## src/rtl/servo_brake_pkg.sv

```systemverilog
// Purpose: Constants for servo status and brake sequencing
// Assumes: 20 MHz clk_sys, 1 ms time base
// Notes: AXI4-Lite register map and reset values
// Functional notes
// - Zero delay: completion decision starts immediately
// - Nonzero delay postpones decision by setting ms
// - Position command during delay resets timer
// - Delay measured from zero after command ends
// - Threshold compares speed magnitude, both directions
// - Ten r/min hysteresis around zero-speed threshold
// - Stalled servo-off: energized for stall delay
// - Running servo-off: release drops after running delay
// - Release drops at delay or low speed
// - Brake release speed 30 to 3000, default 30
package servo_brake_pkg;
	localparam int          CLK_HZ          = 20000000;
	localparam int          TICK_MS         = 1;
	localparam int          TICK_CYCLES     = CLK_HZ / 1000 * TICK_MS;
	localparam logic [15:0] ZERO_HYST       = 16'h000a;
	localparam logic [15:0] RST_POS_DELAY   = 16'h0000;
	localparam logic [15:0] RST_ZERO_THR    = 16'h0032;
	localparam logic [15:0] RST_STALL_DELAY = 16'h0000;
	localparam logic [15:0] RST_RUN_DELAY   = 16'h0000;
	localparam logic [15:0] RST_REL_SPEED   = 16'h001e;
	localparam logic [15:0] REL_SPEED_MIN   = 16'h001e;
	localparam logic [15:0] REL_SPEED_MAX   = 16'h0bb8;
	localparam logic [15:0] POS_DELAY_MAX   = 16'h7530;
	localparam logic [15:0] BRK_DELAY_MAX   = 16'h7d00;
	localparam logic [7:0]  ADDR_POS_DELAY  = 8'h00;
	localparam logic [7:0]  ADDR_ZERO_THR   = 8'h04;
	localparam logic [7:0]  ADDR_STALL      = 8'h08;
	localparam logic [7:0]  ADDR_RUN        = 8'h0c;
	localparam logic [7:0]  ADDR_REL_SPEED  = 8'h10;
	localparam logic [7:0]  ADDR_STATUS     = 8'h14;
	localparam logic [1:0]  RESP_OKAY       = 2'b00;
	localparam logic [1:0]  RESP_SLVERR     = 2'b10;
endpackage

```

## src/rtl/ms_timer.sv

```systemverilog
// Purpose: Millisecond counter driven by shared tick
// Assumes: tick is one cycle per ms
// Notes: Clear has priority over counting; saturates
`timescale 1ns/1ps
module ms_timer (
	input  wire logic        clk_sys,
	input  wire logic        nrst,
	input  wire logic        clear,
	input  wire logic        tick,
	output logic      [15:0] count
);
	// Count ms while not cleared, hold at top
	always_ff @(posedge clk_sys) begin
		if (!nrst || clear) begin
			count <= 16'h0000;
		end else if (tick && count != 16'hffff) begin
			count <= count + 16'h0001;
		end
	end
endmodule

```

## src/rtl/servo_status_brake_sequencer.sv

```systemverilog
// Purpose: Position-done delay, zero-speed flag, brake sequencing
// Assumes: Speed is signed r/min, synchronous inputs
// Notes: Registers over AXI4-Lite, one word each
//
// Decided for this implementation: the AXI4-Lite interface to the registers and the address map.
`timescale 1ns/1ps
module servo_status_brake_sequencer (
	input  wire logic        clk_sys,
	input  wire logic        nrst,
	input  wire logic        servo_on_in,
	input  wire logic        position_cmd_active,
	input  wire logic signed [15:0] motor_speed,
	output logic             brake_release_out,
	output logic             motor_energize,
	output logic             zero_speed_flag,
	output logic             position_decision_en,
	input  wire logic [7:0]  s_axi_awaddr,
	input  wire logic        s_axi_awvalid,
	output logic             s_axi_awready,
	input  wire logic [31:0] s_axi_wdata,
	input  wire logic [3:0]  s_axi_wstrb,
	input  wire logic        s_axi_wvalid,
	output logic             s_axi_wready,
	output logic [1:0]       s_axi_bresp,
	output logic             s_axi_bvalid,
	input  wire logic        s_axi_bready,
	input  wire logic [7:0]  s_axi_araddr,
	input  wire logic        s_axi_arvalid,
	output logic             s_axi_arready,
	output logic [31:0]      s_axi_rdata,
	output logic [1:0]       s_axi_rresp,
	output logic             s_axi_rvalid,
	input  wire logic        s_axi_rready
);
	typedef enum logic [3:0] {
		ST_OFF     = 4'b0001,
		ST_ON      = 4'b0010,
		ST_STALL   = 4'b0100,
		ST_RUNOFF  = 4'b1000
	} brake_state_e;

	brake_state_e state;
	brake_state_e next_state;
	logic [15:0]  pos_delay;
	logic [15:0]  zero_thresh;
	logic [15:0]  stall_delay;
	logic [15:0]  run_delay;
	logic [15:0]  rel_speed;
	logic [15:0]  tick_cnt;
	logic         tick;
	logic [15:0]  pos_count;
	logic [15:0]  brk_count;
	logic         pos_armed;
	logic [7:0]  aw_addr;
	logic [31:0] w_data;
	logic [3:0]  w_strb;
	logic        aw_held;
	logic        w_held;

	// Single 1 ms tick divider
	always_ff @(posedge clk_sys) begin
		if (!nrst || tick) begin
			tick_cnt <= 16'h0000;
		end else begin
			tick_cnt <= tick_cnt + 16'h0001;
		end
	end
	assign tick = (tick_cnt == 16'(servo_brake_pkg::TICK_CYCLES - 1));

	// Speed magnitude and threshold compares
	wire [15:0] speed_abs = motor_speed[15] ? 16'(-motor_speed) : 16'(motor_speed);
	wire [16:0] zero_hi   = {1'b0, zero_thresh} + {1'b0, servo_brake_pkg::ZERO_HYST};
	wire        zero_low  = zero_thresh > servo_brake_pkg::ZERO_HYST ?
	                        (speed_abs < zero_thresh - servo_brake_pkg::ZERO_HYST) : (speed_abs == 16'h0000);
	wire        zero_high = {1'b0, speed_abs} > zero_hi;
	wire        below_rel = speed_abs < rel_speed;

	// Zero-speed flag with hysteresis band
	always_ff @(posedge clk_sys) begin
		if (!nrst) begin
			zero_speed_flag <= 1'b0;
		end else if (zero_low) begin
			zero_speed_flag <= 1'b1;
		end else if (zero_high) begin
			zero_speed_flag <= 1'b0;
		end
	end

	// Position delay timer: cleared while command present
	ms_timer u_pos_timer (
		.clk_sys (clk_sys),
		.nrst    (nrst),
		.clear   (position_cmd_active),
		.tick    (tick),
		.count   (pos_count)
	);

	// Decision enable after falling command edge plus delay
	wire pos_expired = (pos_delay == 16'h0000) || (pos_count >= pos_delay);
	always_ff @(posedge clk_sys) begin
		if (!nrst) begin
			pos_armed            <= 1'b0;
			position_decision_en <= 1'b0;
		end else if (position_cmd_active) begin
			pos_armed            <= 1'b1;
			position_decision_en <= 1'b0;
		end else if (pos_armed && pos_expired) begin
			pos_armed            <= 1'b0;
			position_decision_en <= 1'b1;
		end
	end

	// Brake sequence timer, cleared on state entry
	wire brk_clear = (state != next_state) || (state == ST_ON) || (state == ST_OFF);
	ms_timer u_brk_timer (
		.clk_sys (clk_sys),
		.nrst    (nrst),
		.clear   (brk_clear),
		.tick    (tick),
		.count   (brk_count)
	);

	// Brake sequence next-state
	always_comb begin
		next_state = state;
		case (state)
			ST_OFF: begin
				if (servo_on_in) begin
					next_state = ST_ON;
				end
			end
			ST_ON: begin
				if (!servo_on_in) begin
					next_state = zero_speed_flag ? ST_STALL : ST_RUNOFF;
				end
			end
			ST_STALL: begin
				if (brk_count >= stall_delay) begin
					next_state = ST_OFF;
				end
			end
			ST_RUNOFF: begin
				if (brk_count >= run_delay || below_rel) begin
					next_state = ST_OFF;
				end
			end
			default: begin
				next_state = ST_OFF;
			end
		endcase
	end

	// State register and registered outputs
	always_ff @(posedge clk_sys) begin
		if (!nrst) begin
			state             <= ST_OFF;
			brake_release_out <= 1'b0;
			motor_energize    <= 1'b0;
		end else begin
			state             <= next_state;
			brake_release_out <= (next_state == ST_ON) || (next_state == ST_RUNOFF);
			motor_energize    <= (next_state == ST_ON) || (next_state == ST_STALL);
		end
	end

	// AXI write path: take address and data in either order
	wire aw_take = s_axi_awvalid && s_axi_awready;
	wire w_take  = s_axi_wvalid && s_axi_wready;
	wire wr_go   = aw_held && w_held && !s_axi_bvalid;
	always_ff @(posedge clk_sys) begin
		if (!nrst) begin
			aw_held       <= 1'b0;
			w_held        <= 1'b0;
			aw_addr       <= 8'h00;
			w_data        <= 32'h0000_0000;
			w_strb        <= 4'h0;
			s_axi_awready <= 1'b0;
			s_axi_wready  <= 1'b0;
		end else begin
			s_axi_awready <= !aw_held && !aw_take;
			s_axi_wready  <= !w_held && !w_take;
			if (aw_take) begin
				aw_held <= 1'b1;
				aw_addr <= s_axi_awaddr;
			end else if (wr_go) begin
				aw_held <= 1'b0;
			end
			if (w_take) begin
				w_held <= 1'b1;
				w_data <= s_axi_wdata;
				w_strb <= s_axi_wstrb;
			end else if (wr_go) begin
				w_held <= 1'b0;
			end
		end
	end

	// Write decode and merged data with byte strobes
	wire [15:0] wmerge_pos   = {w_strb[1] ? w_data[15:8] : pos_delay[15:8], w_strb[0] ? w_data[7:0] : pos_delay[7:0]};
	wire [15:0] wmerge_zero  = {w_strb[1] ? w_data[15:8] : zero_thresh[15:8], w_strb[0] ? w_data[7:0] : zero_thresh[7:0]};
	wire [15:0] wmerge_stall = {w_strb[1] ? w_data[15:8] : stall_delay[15:8], w_strb[0] ? w_data[7:0] : stall_delay[7:0]};
	wire [15:0] wmerge_run   = {w_strb[1] ? w_data[15:8] : run_delay[15:8], w_strb[0] ? w_data[7:0] : run_delay[7:0]};
	wire [15:0] wmerge_rel   = {w_strb[1] ? w_data[15:8] : rel_speed[15:8], w_strb[0] ? w_data[7:0] : rel_speed[7:0]};
	wire        wr_known     = aw_addr == servo_brake_pkg::ADDR_POS_DELAY || aw_addr == servo_brake_pkg::ADDR_ZERO_THR ||
	                           aw_addr == servo_brake_pkg::ADDR_STALL || aw_addr == servo_brake_pkg::ADDR_RUN ||
	                           aw_addr == servo_brake_pkg::ADDR_REL_SPEED || aw_addr == servo_brake_pkg::ADDR_STATUS;

	// Parameter registers, ranges clamped except zero threshold
	always_ff @(posedge clk_sys) begin
		if (!nrst) begin
			pos_delay   <= servo_brake_pkg::RST_POS_DELAY;
			zero_thresh <= servo_brake_pkg::RST_ZERO_THR;
			stall_delay <= servo_brake_pkg::RST_STALL_DELAY;
			run_delay   <= servo_brake_pkg::RST_RUN_DELAY;
			rel_speed   <= servo_brake_pkg::RST_REL_SPEED;
		end else if (wr_go) begin
			case (aw_addr)
				servo_brake_pkg::ADDR_POS_DELAY: begin
					pos_delay <= (wmerge_pos > servo_brake_pkg::POS_DELAY_MAX) ? servo_brake_pkg::POS_DELAY_MAX : wmerge_pos;
				end
				servo_brake_pkg::ADDR_ZERO_THR: begin
					zero_thresh <= wmerge_zero;
				end
				servo_brake_pkg::ADDR_STALL: begin
					stall_delay <= (wmerge_stall > servo_brake_pkg::BRK_DELAY_MAX) ? servo_brake_pkg::BRK_DELAY_MAX : wmerge_stall;
				end
				servo_brake_pkg::ADDR_RUN: begin
					run_delay <= (wmerge_run > servo_brake_pkg::BRK_DELAY_MAX) ? servo_brake_pkg::BRK_DELAY_MAX : wmerge_run;
				end
				servo_brake_pkg::ADDR_REL_SPEED: begin
					rel_speed <= (wmerge_rel < servo_brake_pkg::REL_SPEED_MIN) ? servo_brake_pkg::REL_SPEED_MIN :
					             (wmerge_rel > servo_brake_pkg::REL_SPEED_MAX) ? servo_brake_pkg::REL_SPEED_MAX : wmerge_rel;
				end
				default: begin
				end
			endcase
		end
	end

	// Write response
	always_ff @(posedge clk_sys) begin
		if (!nrst) begin
			s_axi_bvalid <= 1'b0;
			s_axi_bresp  <= servo_brake_pkg::RESP_OKAY;
		end else if (wr_go) begin
			s_axi_bvalid <= 1'b1;
			s_axi_bresp  <= wr_known ? servo_brake_pkg::RESP_OKAY : servo_brake_pkg::RESP_SLVERR;
		end else if (s_axi_bready) begin
			s_axi_bvalid <= 1'b0;
		end
	end

	// Read decode; status shows live block state
	wire [31:0] status_word = {24'h00_0000, state, position_decision_en, zero_speed_flag, motor_energize, brake_release_out};
	wire        rd_known    = s_axi_araddr <= servo_brake_pkg::ADDR_STATUS && s_axi_araddr[1:0] == 2'b00;
	wire [31:0] rd_word     = (s_axi_araddr == servo_brake_pkg::ADDR_POS_DELAY)  ? {16'h0000, pos_delay} :
	                          (s_axi_araddr == servo_brake_pkg::ADDR_ZERO_THR)   ? {16'h0000, zero_thresh} :
	                          (s_axi_araddr == servo_brake_pkg::ADDR_STALL)      ? {16'h0000, stall_delay} :
	                          (s_axi_araddr == servo_brake_pkg::ADDR_RUN)        ? {16'h0000, run_delay} :
	                          (s_axi_araddr == servo_brake_pkg::ADDR_REL_SPEED)  ? {16'h0000, rel_speed} :
	                          (s_axi_araddr == servo_brake_pkg::ADDR_STATUS)     ? status_word : 32'h0000_0000;

	// Read channel: one read at a time
	always_ff @(posedge clk_sys) begin
		if (!nrst) begin
			s_axi_arready <= 1'b0;
			s_axi_rvalid  <= 1'b0;
			s_axi_rdata   <= 32'h0000_0000;
			s_axi_rresp   <= servo_brake_pkg::RESP_OKAY;
		end else if (s_axi_arvalid && s_axi_arready) begin
			s_axi_arready <= 1'b0;
			s_axi_rvalid  <= 1'b1;
			s_axi_rdata   <= rd_word;
			s_axi_rresp   <= rd_known ? servo_brake_pkg::RESP_OKAY : servo_brake_pkg::RESP_SLVERR;
		end else if (s_axi_rvalid) begin
			if (s_axi_rready) begin
				s_axi_rvalid <= 1'b0;
			end
		end else begin
			s_axi_arready <= 1'b1;
		end
	end
endmodule

```

## config.mk

```make
export PLATFORM = sky130hd
export DESIGN_NAME = servo_status_brake_sequencer
export DESIGN_NICKNAME = d
export VERILOG_FILES = /design/src/rtl/servo_brake_pkg.sv /design/src/rtl/ms_timer.sv /design/src/rtl/servo_status_brake_sequencer.sv
export SDC_FILE = /design/constraint.sdc
export NUM_CORES = 1
export LEC_CHECK = 0
export BUFFER_PORTS_ARGS = -buffer_cell sky130_fd_sc_hd__buf_2
export CAP_MARGIN = 0
export CORE_ASPECT_RATIO = 0.8
export CORE_MARGIN = 4
export CORE_UTILIZATION = 35
export CTS_BUF_LIST = sky130_fd_sc_hd__clkbuf_4 sky130_fd_sc_hd__clkbuf_8
export DETAILED_ROUTE_END_ITERATION = 7
export GPL_TIMING_DRIVEN = 0
export SKIP_LAST_GASP = 1
export SYNTH_ARGS = -nofsm -noshare
export SYNTH_HDL_FRONTEND = slang
export SYNTH_SLANG_ARGS = --single-unit
export TNS_END_PERCENT = 30
```

## constraint.sdc

```tcl
create_clock -name clk_sys -period 3.65 [get_ports clk_sys]
set_input_delay 0.365 -clock clk_sys [delete_from_list [all_inputs] [get_ports clk_sys]]
set_output_delay 0.365 -clock clk_sys [all_outputs]
set_load 0.05 [all_outputs]
```

Word level (Yosys, flattened, before mapping)
Index checks and enable logic that the tools add are counted.
{"block": "op_classes", "add_sub_neg": 6, "magnitude_cmp": 13, "muxes": 41, "reduce_logical": 49, "bitwise_logic": 1, "eq_ne": 21}
{"cell": "$mux 16", "count": 11}
{"cell": "$mux 8", "count": 9}
{"cell": "$add 16x1->16 const B", "count": 3}
{"cell": "$ge 16x16->1", "count": 3}
{"cell": "$gt 16x15->1 const B", "count": 3}
{"cell": "$eq 8x4->1 const B", "count": 4}
{"cell": "$eq 8x5->1 const B", "count": 4}
{"cell": "$logic_not 16->1", "count": 2}
{"cell": "$lt 16x16->1", "count": 2}
{"cell": "$ne 16x16->1 const B", "count": 2}
{"cell": "$mux 4", "count": 5}
{"cell": "$add 16x4->17 const B", "count": 1}
{"cell": "$gt 16x17->1", "count": 1}
{"cell": "$eq 16x15->1 const B", "count": 1}
{"cell": "$eq 8x3->1 const B", "count": 2}
{"cell": "$gt 16x12->1 const B", "count": 1}
{"cell": "$gt 16x4->1 const B", "count": 1}
{"cell": "$logic_not 8->1", "count": 2}
{"cell": "$lt 16x5->1 const B", "count": 1}
{"cell": "$neg 16->16", "count": 1}
{"cell": "$pmux 4 s4", "count": 1}
{"cell": "$sub 16x4->16 const B", "count": 1}
{"cell": "$logic_or 1x1->1", "count": 14}
{"cell": "$mux 1", "count": 13}
{"cell": "other kinds (15)", "count": 43}
{"block": "word_totals", "output_inout_bits": 45, "inputBits": 77, "elab_cells": 159, "regBits": 206}

Depth between registers and ports, before layout
Gate-level depths: netlist of the first run.
{"block": "depth", "ltp_word": 10, "depth_mapped": 15, "mapped_depth_nobuf": 14}

By module
From an unflattened synthesis of the first run, not the netlist that was laid out.
{"block": "unflattened", "cells_unflattened": 1453, "hier_area_um2": 11795.1}
{"mod": "servo_status_brake_sequencer", "area_each_um2": 10070.9, "n_inst": 1, "cells_each": 1265}
{"mod": "ms_timer", "area_each_um2": 862.1, "n_inst": 2, "cells_each": 94}

Worst setup path after synthesis of the first run
No wires, ideal clock.
{"block": "synth_path", "kind": "input -> register", "start": "input motor_speed[5]", "end": "register u_brk_timer.count[10]", "setup_time_ns": 0.133, "arrival_time_ns": 3.435, "setup_slack_ns": 0.081, "path_buffers": 1, "t_required_ns": 3.517, "path_stages": 13, "cell_sequence": "or3_4 or4_4 o21ai_0 xnor2_1 ha_1 a211oi_1 nor2_1 a311oi_1 o2111ai_1 a31o_2 nand3_1 clkbuf_1 nor4_1"}
{"block": "synth_via", "elab_chain_cells": 10}
{"item": "start, declared", "line_no": "servo_status_brake_sequencer.sv:12", "rtl": "input wire logic signed [15:0] motor_speed,"}
{"item": "$neg 16->16", "line_no": "servo_status_brake_sequencer.sv:71", "rtl": "wire [15:0] speed_abs = motor_speed[15] ? 16'(-motor_speed) : 16'(motor_speed);"}
{"item": "$mux 16 (*)", "line_no": "servo_status_brake_sequencer.sv:71"}
{"item": "$lt 16x16->1 (*)", "line_no": "servo_status_brake_sequencer.sv:76", "rtl": "wire below_rel = speed_abs < rel_speed;"}
{"item": "$logic_or 1x1->1 (*)", "line_no": "servo_status_brake_sequencer.sv:143", "rtl": "if (brk_count >= run_delay || below_rel) begin"}
{"item": "$mux 4 (*)", "line_no": "servo_status_brake_sequencer.sv:143"}
{"item": "$pmux 4 s4 (*)", "line_no": "servo_status_brake_sequencer.sv:126", "rtl": "case (state)"}
{"item": "$ne 4x4->1 (*)", "line_no": "servo_status_brake_sequencer.sv:114", "rtl": "wire brk_clear = (state != next_state) || (state == ST_ON) || (state == ST_OFF);"}
{"item": "$logic_or 1x1->1 (*) (2 in a row)", "line_no": "servo_status_brake_sequencer.sv:114"}
{"item": "$logic_or 1x1->1 (*)", "line_no": "ms_timer.sv:14", "rtl": "if (!nrst || clear) begin"}
{"item": "end signal, assigned", "line_no": "ms_timer.sv:17", "rtl": "count <= count + 16'h0001;"}
{"item": "end, declared", "line_no": "ms_timer.sv:10", "rtl": "output logic [15:0] count"}
Mark *: on every way between the ends. The rest lies on a longest branch, timed or not.
A chain may end at the register's enable or synchronous reset.

Final worst setup path of the first run
{"block": "layout_path", "start": "register w_strb[1]", "end": "register run_delay[6]"}
{"block": "layout_via", "elab_chain_cells": 3}
{"item": "start, declared", "line_no": "servo_status_brake_sequencer.sv:56", "rtl": "logic [3:0] w_strb;"}
{"item": "start signal, assigned", "line_no": "servo_status_brake_sequencer.sv:191", "rtl": "w_strb <= s_axi_wstrb;"}
{"item": "$mux 8", "line_no": "servo_status_brake_sequencer.sv:202", "rtl": "wire [15:0] wmerge_run = {w_strb[1] ? w_data[15:8] : run_delay[15:8], w_strb[0] ? w_data[7:0] : run_delay[7:0] ..."}
{"item": "$gt 16x15->1", "line_no": "servo_status_brake_sequencer.sv:228", "rtl": "run_delay <= (wmerge_run > servo_brake_pkg::BRK_DELAY_MAX) ? servo_brake_pkg::BRK_DELAY_MAX : wmerge_run;"}
{"item": "$mux 16", "line_no": "servo_status_brake_sequencer.sv:228"}
{"item": "end signal, assigned", "line_no": "servo_status_brake_sequencer.sv:214", "rtl": "run_delay <= servo_brake_pkg::RST_RUN_DELAY;"}
{"item": "end signal, assigned", "line_no": "servo_status_brake_sequencer.sv:228"}
{"item": "end, declared", "line_no": "servo_status_brake_sequencer.sv:47", "rtl": "logic [15:0] run_delay;"}
Every way passes these cells.

==> impl_metrics.env, run 1 <==
export IMPL_synth_fa_ha_area_share_pct=10.8
export IMPL_layout_setup_ws_ns=0.120
export IMPL_post_place_cells=1955
export IMPL_synthSimpleGateAreaFrac_pct=21.7
export IMPL_slew_headroom_pct=32.8
export IMPL_antenna_found_initial=0
export IMPL_grt_max_degree=18
export IMPL_syn_area_per_cell_um2=8.08
export IMPL_crit_fanout=10
export IMPL_core_um2=32500
export IMPL_rows=59
export IMPL_final_layout_size_suffix_gt1_share_pct=11.2
export IMPL_wl_per_cell_um=20.1
export IMPL_clkLatencyLatePin_ns=0.51
export IMPL_maxCapViolCount=0
export IMPL_first_global_vias=10200
export IMPL_cts_reportedPaths_clkPinSlew_ns=0.10
export IMPL_period_minus_slack_ns=3.53
export IMPL_slew_viol_final=0
export IMPL_async_flop_share_pct=0
export IMPL_area_growth_pct=12.6
export IMPL_cts_hold_buffers=0
export IMPL_fp_dieArea_um2=35900
export IMPL_synth_area_mux_share_pct=1.61
export IMPL_period_share_pct=96.7
export IMPL_status="complete, no violations"
export IMPL_leakagePower_nw=4.94
export IMPL_final_util_pct=40.0
export IMPL_worst_setup_path_start_kind="register"
export IMPL_min_delay_start="s_axi_awaddr[6]"
export IMPL_ys_flop_type="dfxtp_1"
export IMPL_io_pins=122
export IMPL_synthCells=1427
export IMPL_numCtsBuffers=17
export IMPL_crit_required_ns=4.06
export IMPL_track_usage_pct=21.6
export IMPL_synth_edff_count=0
export IMPL_vias=11300
export IMPL_rsz0062_at_grt="yes"
export IMPL_synth_area_um2=11500
export IMPL_synthXorXnorAreaFrac_pct=6.00
export IMPL_fmax_mhz=283
export IMPL_htree_levels=4
export IMPL_r2r_start="w_strb[1]"
export IMPL_finalNetCount=1724
export IMPL_drt_total_wl_um=39800
export IMPL_grt_overflow=0
export IMPL_dr_pass1_iters=6
export IMPL_diodes=0
export IMPL_ys_seq_area_share_pct=32.6
export IMPL_ctsRootBufferMaster="clkbuf_8"
export IMPL_dpl_worst_slack_ns=-0.896
export IMPL_fin_cells=1986
export IMPL_peakVddDrop_mv=0.181
export IMPL_setup_viol=0
export IMPL_synth_top_area_share_pct=32.6
export IMPL_final_setup_skew_ns=0.0230
export IMPL_ys_ff_latch=188
export IMPL_worstSetupPathType="reg2reg"
export IMPL_gp_congestion=1.02
export IMPL_route_antenna_remaining_nets=0
export IMPL_finalSetupTns_ns=0
export IMPL_synth_compound_area_share_pct=20.6
export IMPL_die_y_um=170
export IMPL_cp_arrival_ns=3.94
export IMPL_ctsLongestPathBuffers=2
export IMPL_worstSetupStartpoint="w_strb[1]"
export IMPL_grt_pass1_wl_um=60300
export IMPL_start_util_pct=35.5
export IMPL_drcViolationCount=0
export IMPL_synth_area_leaders="dfxtp_1 33%, ha_1 11%, nand2_1 4.8%, a21oi_1 4.5%, nor2_1 3.9%"
export IMPL_synth_top_area_cell="dfxtp_1"
export IMPL_synth_distinct_cells=76
export IMPL_synth_warnings=0
export IMPL_dp_hpwl_um=30900
export IMPL_n_fill_cell=3348
export IMPL_port_buffers=84
export IMPL_hold_path_class="in2reg"
export IMPL_synth_top_family_by_area="simple AND/OR/NAND/NOR gates"
export IMPL_end_kind="register"
export IMPL_clock_sinks=188
export IMPL_fp_dieW_um=211
export IMPL_cts_tree="yes"
export IMPL_powerDensity_nw_per_um2=316
export IMPL_rrSetupSlack_ns=0.12
export IMPL_worst_pin_slew_ns=0.999
export IMPL_finalHoldViolCount=0
export IMPL_avgViaCountPerCell=5.67
export IMPL_initialDrtViolationCount=1360
-- area by class of cell --
class                           count  area, µm²  share of cell area (%)
Inverter                           85        319                    2.46
Clock inverter                     12        104                   0.799
Clock buffer                       19        255                    1.96
Multi-Input combinational cell   1072       7130                    54.9
Tap cell                          427        534                    4.11
Timing Repair Buffer               86        435                    3.35
Sequential cell                   188       3760                    29.0
Buffer                             97        454                    3.50
-- critical path, cell delays in order (launching register included) --
cell and delay (ns):
dfxtp_1 0.49, clkbuf_1 0.46, clkbuf_1 0.52, clkbuf_1 0.39
nand3_1 0.15, nor3_1 0.25, o31ai_1 0.12, a32oi_1 0.40
o21bai_1 0.30, a32o_1 0.35
-- placed cells by master, fill, tap and decap left out, drive strengths merged, types with 33 or more instances in the layout --
cell    Yosys  layout
xnor2      36      36
ha        100     100
nand3      43      43
clkbuf     69      86
nand4      34      34
xor2       43      43
o21ai      75      75
dfxtp     188     188
buf        30     116
nor2      121     121
nand2     147     147
inv        85      92
a21oi     104     104
nor4       33      33
-- synthesized netlist by cell type, drive strengths merged (4+ instances only) --
| master | n |
|---|---|
| clkbuf | 69 |
| o221a | 10 |
| o311ai | 5 |
| nand2 | 147 |
| nor4b | 4 |
| xnor2 | 36 |
| ha | 100 |
| a21oi | 104 |
| a22o | 10 |
| nand3 | 43 |
| a2111oi | 5 |
| mux2i | 14 |
| nor4 | 33 |
| a31oi | 9 |
| o32ai | 4 |
| nor2 | 121 |
| and4 | 4 |
| xor2 | 43 |
| a211oi | 18 |
| a21o | 7 |
| and3 | 21 |
| nand4 | 34 |
| inv | 85 |
| nand2b | 14 |
| or3 | 8 |
| o31ai | 14 |
| o21ai | 75 |
| o22ai | 11 |
| or4 | 10 |
| o21a | 7 |
| o2111ai | 4 |
| a22oi | 10 |
| nor2b | 8 |
| o211ai | 4 |
| o21bai | 4 |
| nor3 | 24 |
| a221o | 7 |
| a32oi | 6 |
| dfxtp | 188 |
| nand3b | 6 |
| a32o | 10 |
| buf | 30 |
| and2 | 15 |
-- registers in the layout (all words and copies together), names as in the netlist, 2 cells and up --
register and flops:
pos_delay 16, stall_delay 16, u_brk_timer.count 16, zero_thresh 16
state 4, u_pos_timer.count 16, rel_speed 16, w_data 16
run_delay 16, aw_addr 8, tick_cnt 16, w_strb 2
s_axi_rdata 16
-- report_power, final --
group          total (mW)  leakage (nW)  internal (mW)  switching [mW]
combinational       0.630          3.24          0.192           0.438
sequential           2.13          1.52           2.09          0.0438
clock                1.34         0.181          0.513           0.829
-- repair_timing --
item / 4_1_cts / 5_1_grt
pin swaps: 0 / 2
setup buffers: 1 / 1
resized for setup: 7 / 9
endpoints found under the setup margin: 19 / 21
-- kinds of logic after synthesis --
family                     Yosys count
AOI/OAI and AO/OA                  353
muxes                               16
adders and majority gates          100
and+or+nand+nor                    506
DFF                                188
xor gates and xnor gates            79
buffers and inverters              184
other                                1
-- worst paths after layout --
check | to | cells past startpoint
setup / recovery | run_delay[6] | 9
hold / removal | aw_addr[6] | 3
setup reg to reg | run_delay[6] | 9
hold reg to reg | aw_addr[6] | 2
-- stage by stage --
stage	instance area (µm²)	power, mW	hold slack [ns]
CTS	13000	4.11	0.0519
global route	13000	4.27	0.0642
detailed placement	12600	2.78	0.442
global placement	12600	2.77	0.441
floorplan	11600	2.58	0.419
finish	13000	4.11	0.0887
-- metal layers --
metal  up-vias  track usage, %  share of wire [%]
met5         -               0                  0
met4         0            5.07                1.8
met3        52            7.30                 12
met2       557            29.4                 39
met1      5285            32.5                 48
li1       5372               -                  -
No activity file was read; power rests on OpenSTA's default activity.
==> run 2: changes to the inputs <==
--- a/config.mk
+++ b/config.mk
@@ -5,6 +5,7 @@
 export SDC_FILE = /design/constraint.sdc
 export NUM_CORES = 1
 export LEC_CHECK = 0
+export ABC_AREA = 1
 export BUFFER_PORTS_ARGS = -buffer_cell sky130_fd_sc_hd__buf_2
 export CAP_MARGIN = 0
 export CORE_ASPECT_RATIO = 0.8
==> run 2 against run 1 <==
Compared with the run above:
- synthesized cell count rose by 29%
- setup slack improved by 0.19 ns
- global-route usage rose by 0.59 points
- clock skew rose by 0.0016 ns
- clock-buffer cell count fell by 2
- sequential power barely moved
- register-to-register slack improved by 0.23 ns
- design area rose by 7.8%
- wire length rose by 9.6%
- die area rose by 7.6%
- critical path type is now in2reg
- highest routed layer is now met5
==> impl_metrics.env, run 2 <==
export IMPL_grt_pass1_wl_um=66400
export IMPL_finalNetCount=2143
export IMPL_multiInputGateArea_um2=7290
export IMPL_numCtsBuffers=17
export IMPL_track_usage_pct=22.2
export IMPL_clkLatencyLatePin_ns=0.50
export IMPL_fmax_mhz=300
export IMPL_synth_top_family_by_area="simple AND/OR/NAND/NOR gates"
export IMPL_slew_viol_final=0
export IMPL_synth_area_um2=12500
export IMPL_synth_area_mux_share_pct=0.0804
export IMPL_htree_levels=4
export IMPL_crit_fanout=10
export IMPL_n_fill_cell=3753
export IMPL_crit_required_ns=4.05
export IMPL_worst_pin_slew_ns=0.919
export IMPL_start_util_pct=35.6
export IMPL_synth_fa_ha_area_share_pct=10.0
export IMPL_hold_depth=4
export IMPL_cts_hold_buffers=0
export IMPL_clock_sinks=188
export IMPL_switchingPower_mw=1.49
export IMPL_cp_arrival_ns=3.74
export IMPL_layout_setup_ws_ns=0.313
export IMPL_cts_tree="yes"
export IMPL_ctsRootBufferMaster="clkbuf_8"
export IMPL_ff2ff_path_depth=17
export IMPL_synth_top_area_share_pct=30.2
export IMPL_maxCapViolCount=0
export IMPL_busiest_layer="met1"
export IMPL_io_pins=122
export IMPL_antenna_found_initial=2
export IMPL_ys_ff_latch=188
export IMPL_worst_setup_path_start_kind="input port"
export IMPL_synthXorXnorAreaFrac_pct=3.38
export IMPL_dpl_worst_slack_ns=-0.510
export IMPL_drt_total_wl_um=43700
export IMPL_worstSetupPathType="in2reg"
export IMPL_gp_congestion=1.09
export IMPL_final_cell_mix="334 x nand2_1, 276 x inv_1, 196 x a21oi_1"
export IMPL_core_um2=35000
export IMPL_setup_viol=0
export IMPL_design_area_um2=14000
export IMPL_end_kind="register"
export IMPL_vias=12800
export IMPL_dp_hpwl_um=35300
export IMPL_grt_met3_usage_pct=8.17
export IMPL_async_flop_share_pct=0
export IMPL_cts_reportedPaths_clkPinSlew_ns=0.13
export IMPL_cts_setup_buffers=0
export IMPL_ys_flop_type="dfxtp_1"
export IMPL_synth_edff_count=0
export IMPL_synth_top_area_cell="dfxtp_1"
export IMPL_synth_area_leaders="dfxtp_1 30%, nand2_1 10%, ha_1 10%, inv_1 8.3%, a21oi_1 7.9%"
export IMPL_clkPwrFrac_pct=35.9
export IMPL_die_y_um=177
export IMPL_hold_ws_ns=0.0946
export IMPL_yosys_top_cells_count="334 x nand2_1, 276 x inv_1, 196 x a21oi_1, 188 x dfxtp_1, 169 x nor2_1"
export IMPL_peakVddDrop_mv=0.230
export IMPL_synth_compound_area_share_pct=19.0
export IMPL_avgViaCountPerCell=5.24
export IMPL_first_global_vias=11800
export IMPL_hold_path_class="in2reg"
export IMPL_status="complete, no violations"
export IMPL_grt_overflow=0
export IMPL_mostFrequentLayoutCell="nand2_1"
export IMPL_synthSimpleGateAreaFrac_pct=25.4
export IMPL_synth_distinct_cells=50
export IMPL_final_setup_skew_ns=0.0246
export IMPL_register_area_um2=3760
export IMPL_dr_pass1_iters=8
export IMPL_period_share_pct=91.4
export IMPL_initialDrtViolationCount=1249
export IMPL_finalHoldViolCount=0
export IMPL_final_util_pct=40.1
export IMPL_placed_cell_area_um2=13500
export IMPL_rows=61
export IMPL_syn_area_per_cell_um2=6.75
export IMPL_leakagePower_nw=6.08
export IMPL_cts_resized=1
export IMPL_grtUsageMet2_pct=31.5
export IMPL_ys_seq_area_share_pct=30.2
export IMPL_fp_dieW_um=219
export IMPL_yosysMostFrequentCell="nand2_1"
export IMPL_rsz0062_at_grt="no"
export IMPL_pwr_share_seq_pct=48.5
export IMPL_grt_max_degree=23
export IMPL_drcViolationCount=0
export IMPL_period_minus_slack_ns=3.34
export IMPL_swShare_pct=33.8
export IMPL_synthCells=1846
export IMPL_wl_per_cell_um=17.8
export IMPL_fp_dieArea_um2=38700
export IMPL_final_layout_size_suffix_gt1_share_pct=9.50
export IMPL_powerDensity_nw_per_um2=314
export IMPL_diodes=0
export IMPL_synth_warnings=0
export IMPL_finalSetupTns_ns=0
export IMPL_combPwrFrac_pct=15.6
export IMPL_ctsLongestPathBuffers=2
export IMPL_grt_util_met1_pct=31.9
export IMPL_slew_headroom_pct=38.2
export IMPL_route_antenna_remaining_nets=0
export IMPL_p_int_mw=2.91
export IMPL_port_buffers=84
export IMPL_area_growth_pct=12.5
[run 2: changes by cell type after synthesis, moves of 14 or more]
cell and change:
nor4_1 -19, nand3_1 +32, nand2_1 +187, nand2b_1 -14, clkbuf_1 -34, nor2_1 +48
and3_1 -21, inv_1 +191, and2_1 -15, a21oi_1 +92, xnor2_1 -26, nor3_1 +40
o21ai_0 +70
[run 2: cells by family after synthesis]
family | Yosys count
AND/OR/NAND/NOR | 720
AO/OA/AOI/OAI | 432
buffers and inverters | 356
flip-flops | 188
adder cells (fa/ha/maj) | 100
XOR/XNOR | 48
other | 1
multiplexers | 1
[run 2: final cells by class]
class                      count  area share (%)
multi-input combinational   1319            52.0
sequential                   188            26.9
inverter                     280            7.50
tap                          472            4.22
buffer                        76            3.05
timing repair buffer          84            3.00
clock buffer                  17            1.67
clock inverter                15            1.66
[run 2: path summary, 6_finish.rpt]
| path | start | endpoint | slack, ns |
|---|---|---|---|
| setup / recovery | motor_speed[0] | u_brk_timer.count[9] | 0.31 |
| hold / removal | s_axi_rready | s_axi_rvalid | 0.09 |
| setup reg to reg | zero_thresh[2] | zero_speed_flag | 0.35 |
| hold reg to reg | tick_cnt[0] | tick_cnt[0] | 0.45 |
[run 2: power by group through the flow]
stage | Combinational [mW] | Clock, mW | Sequential, mW
finish | 0.684 | 1.58 | 2.13
global route | 0.747 | 1.69 | 2.14
CTS | 0.670 | 1.60 | 2.13
detailed placement | 0.665 | 0 | 2.18
global placement | 0.657 | 0 | 2.18
floorplan | 0.403 | 0 | 2.22
[run 2: stage by stage]
stage	instances	power, mW
global route	2451	4.57
global placement	2419	2.83
floorplan	1863	2.63
detailed placement	2419	2.84
finish	2451	4.39
CTS	2451	4.41
[run 2: per-layer routing]
metal	up-vias	share of wire (%)
met1	5934	48
li1	6345	-
met2	491	40
met5	-	0.032
met3	62	11
met4	2	1.8
[run 2: critical path, stage by stage]
cell,delay [ns]
buf_2,0.09
inv_1,0.20
ha_1,0.22
inv_1,0.05
nor2_1,0.08
nand3_1,0.13
o21ai_2,0.26
nand2_1,0.11
o21bai_1,0.14
nand2_1,0.18
ha_1,0.36
nand4_1,0.14
nor3_1,0.18
nand2_1,0.08
nand2_1,0.14
nand3_1,0.11
nand3_1,0.09
nand2_1,0.25
clkbuf_2,0.31
nor3_1,0.23
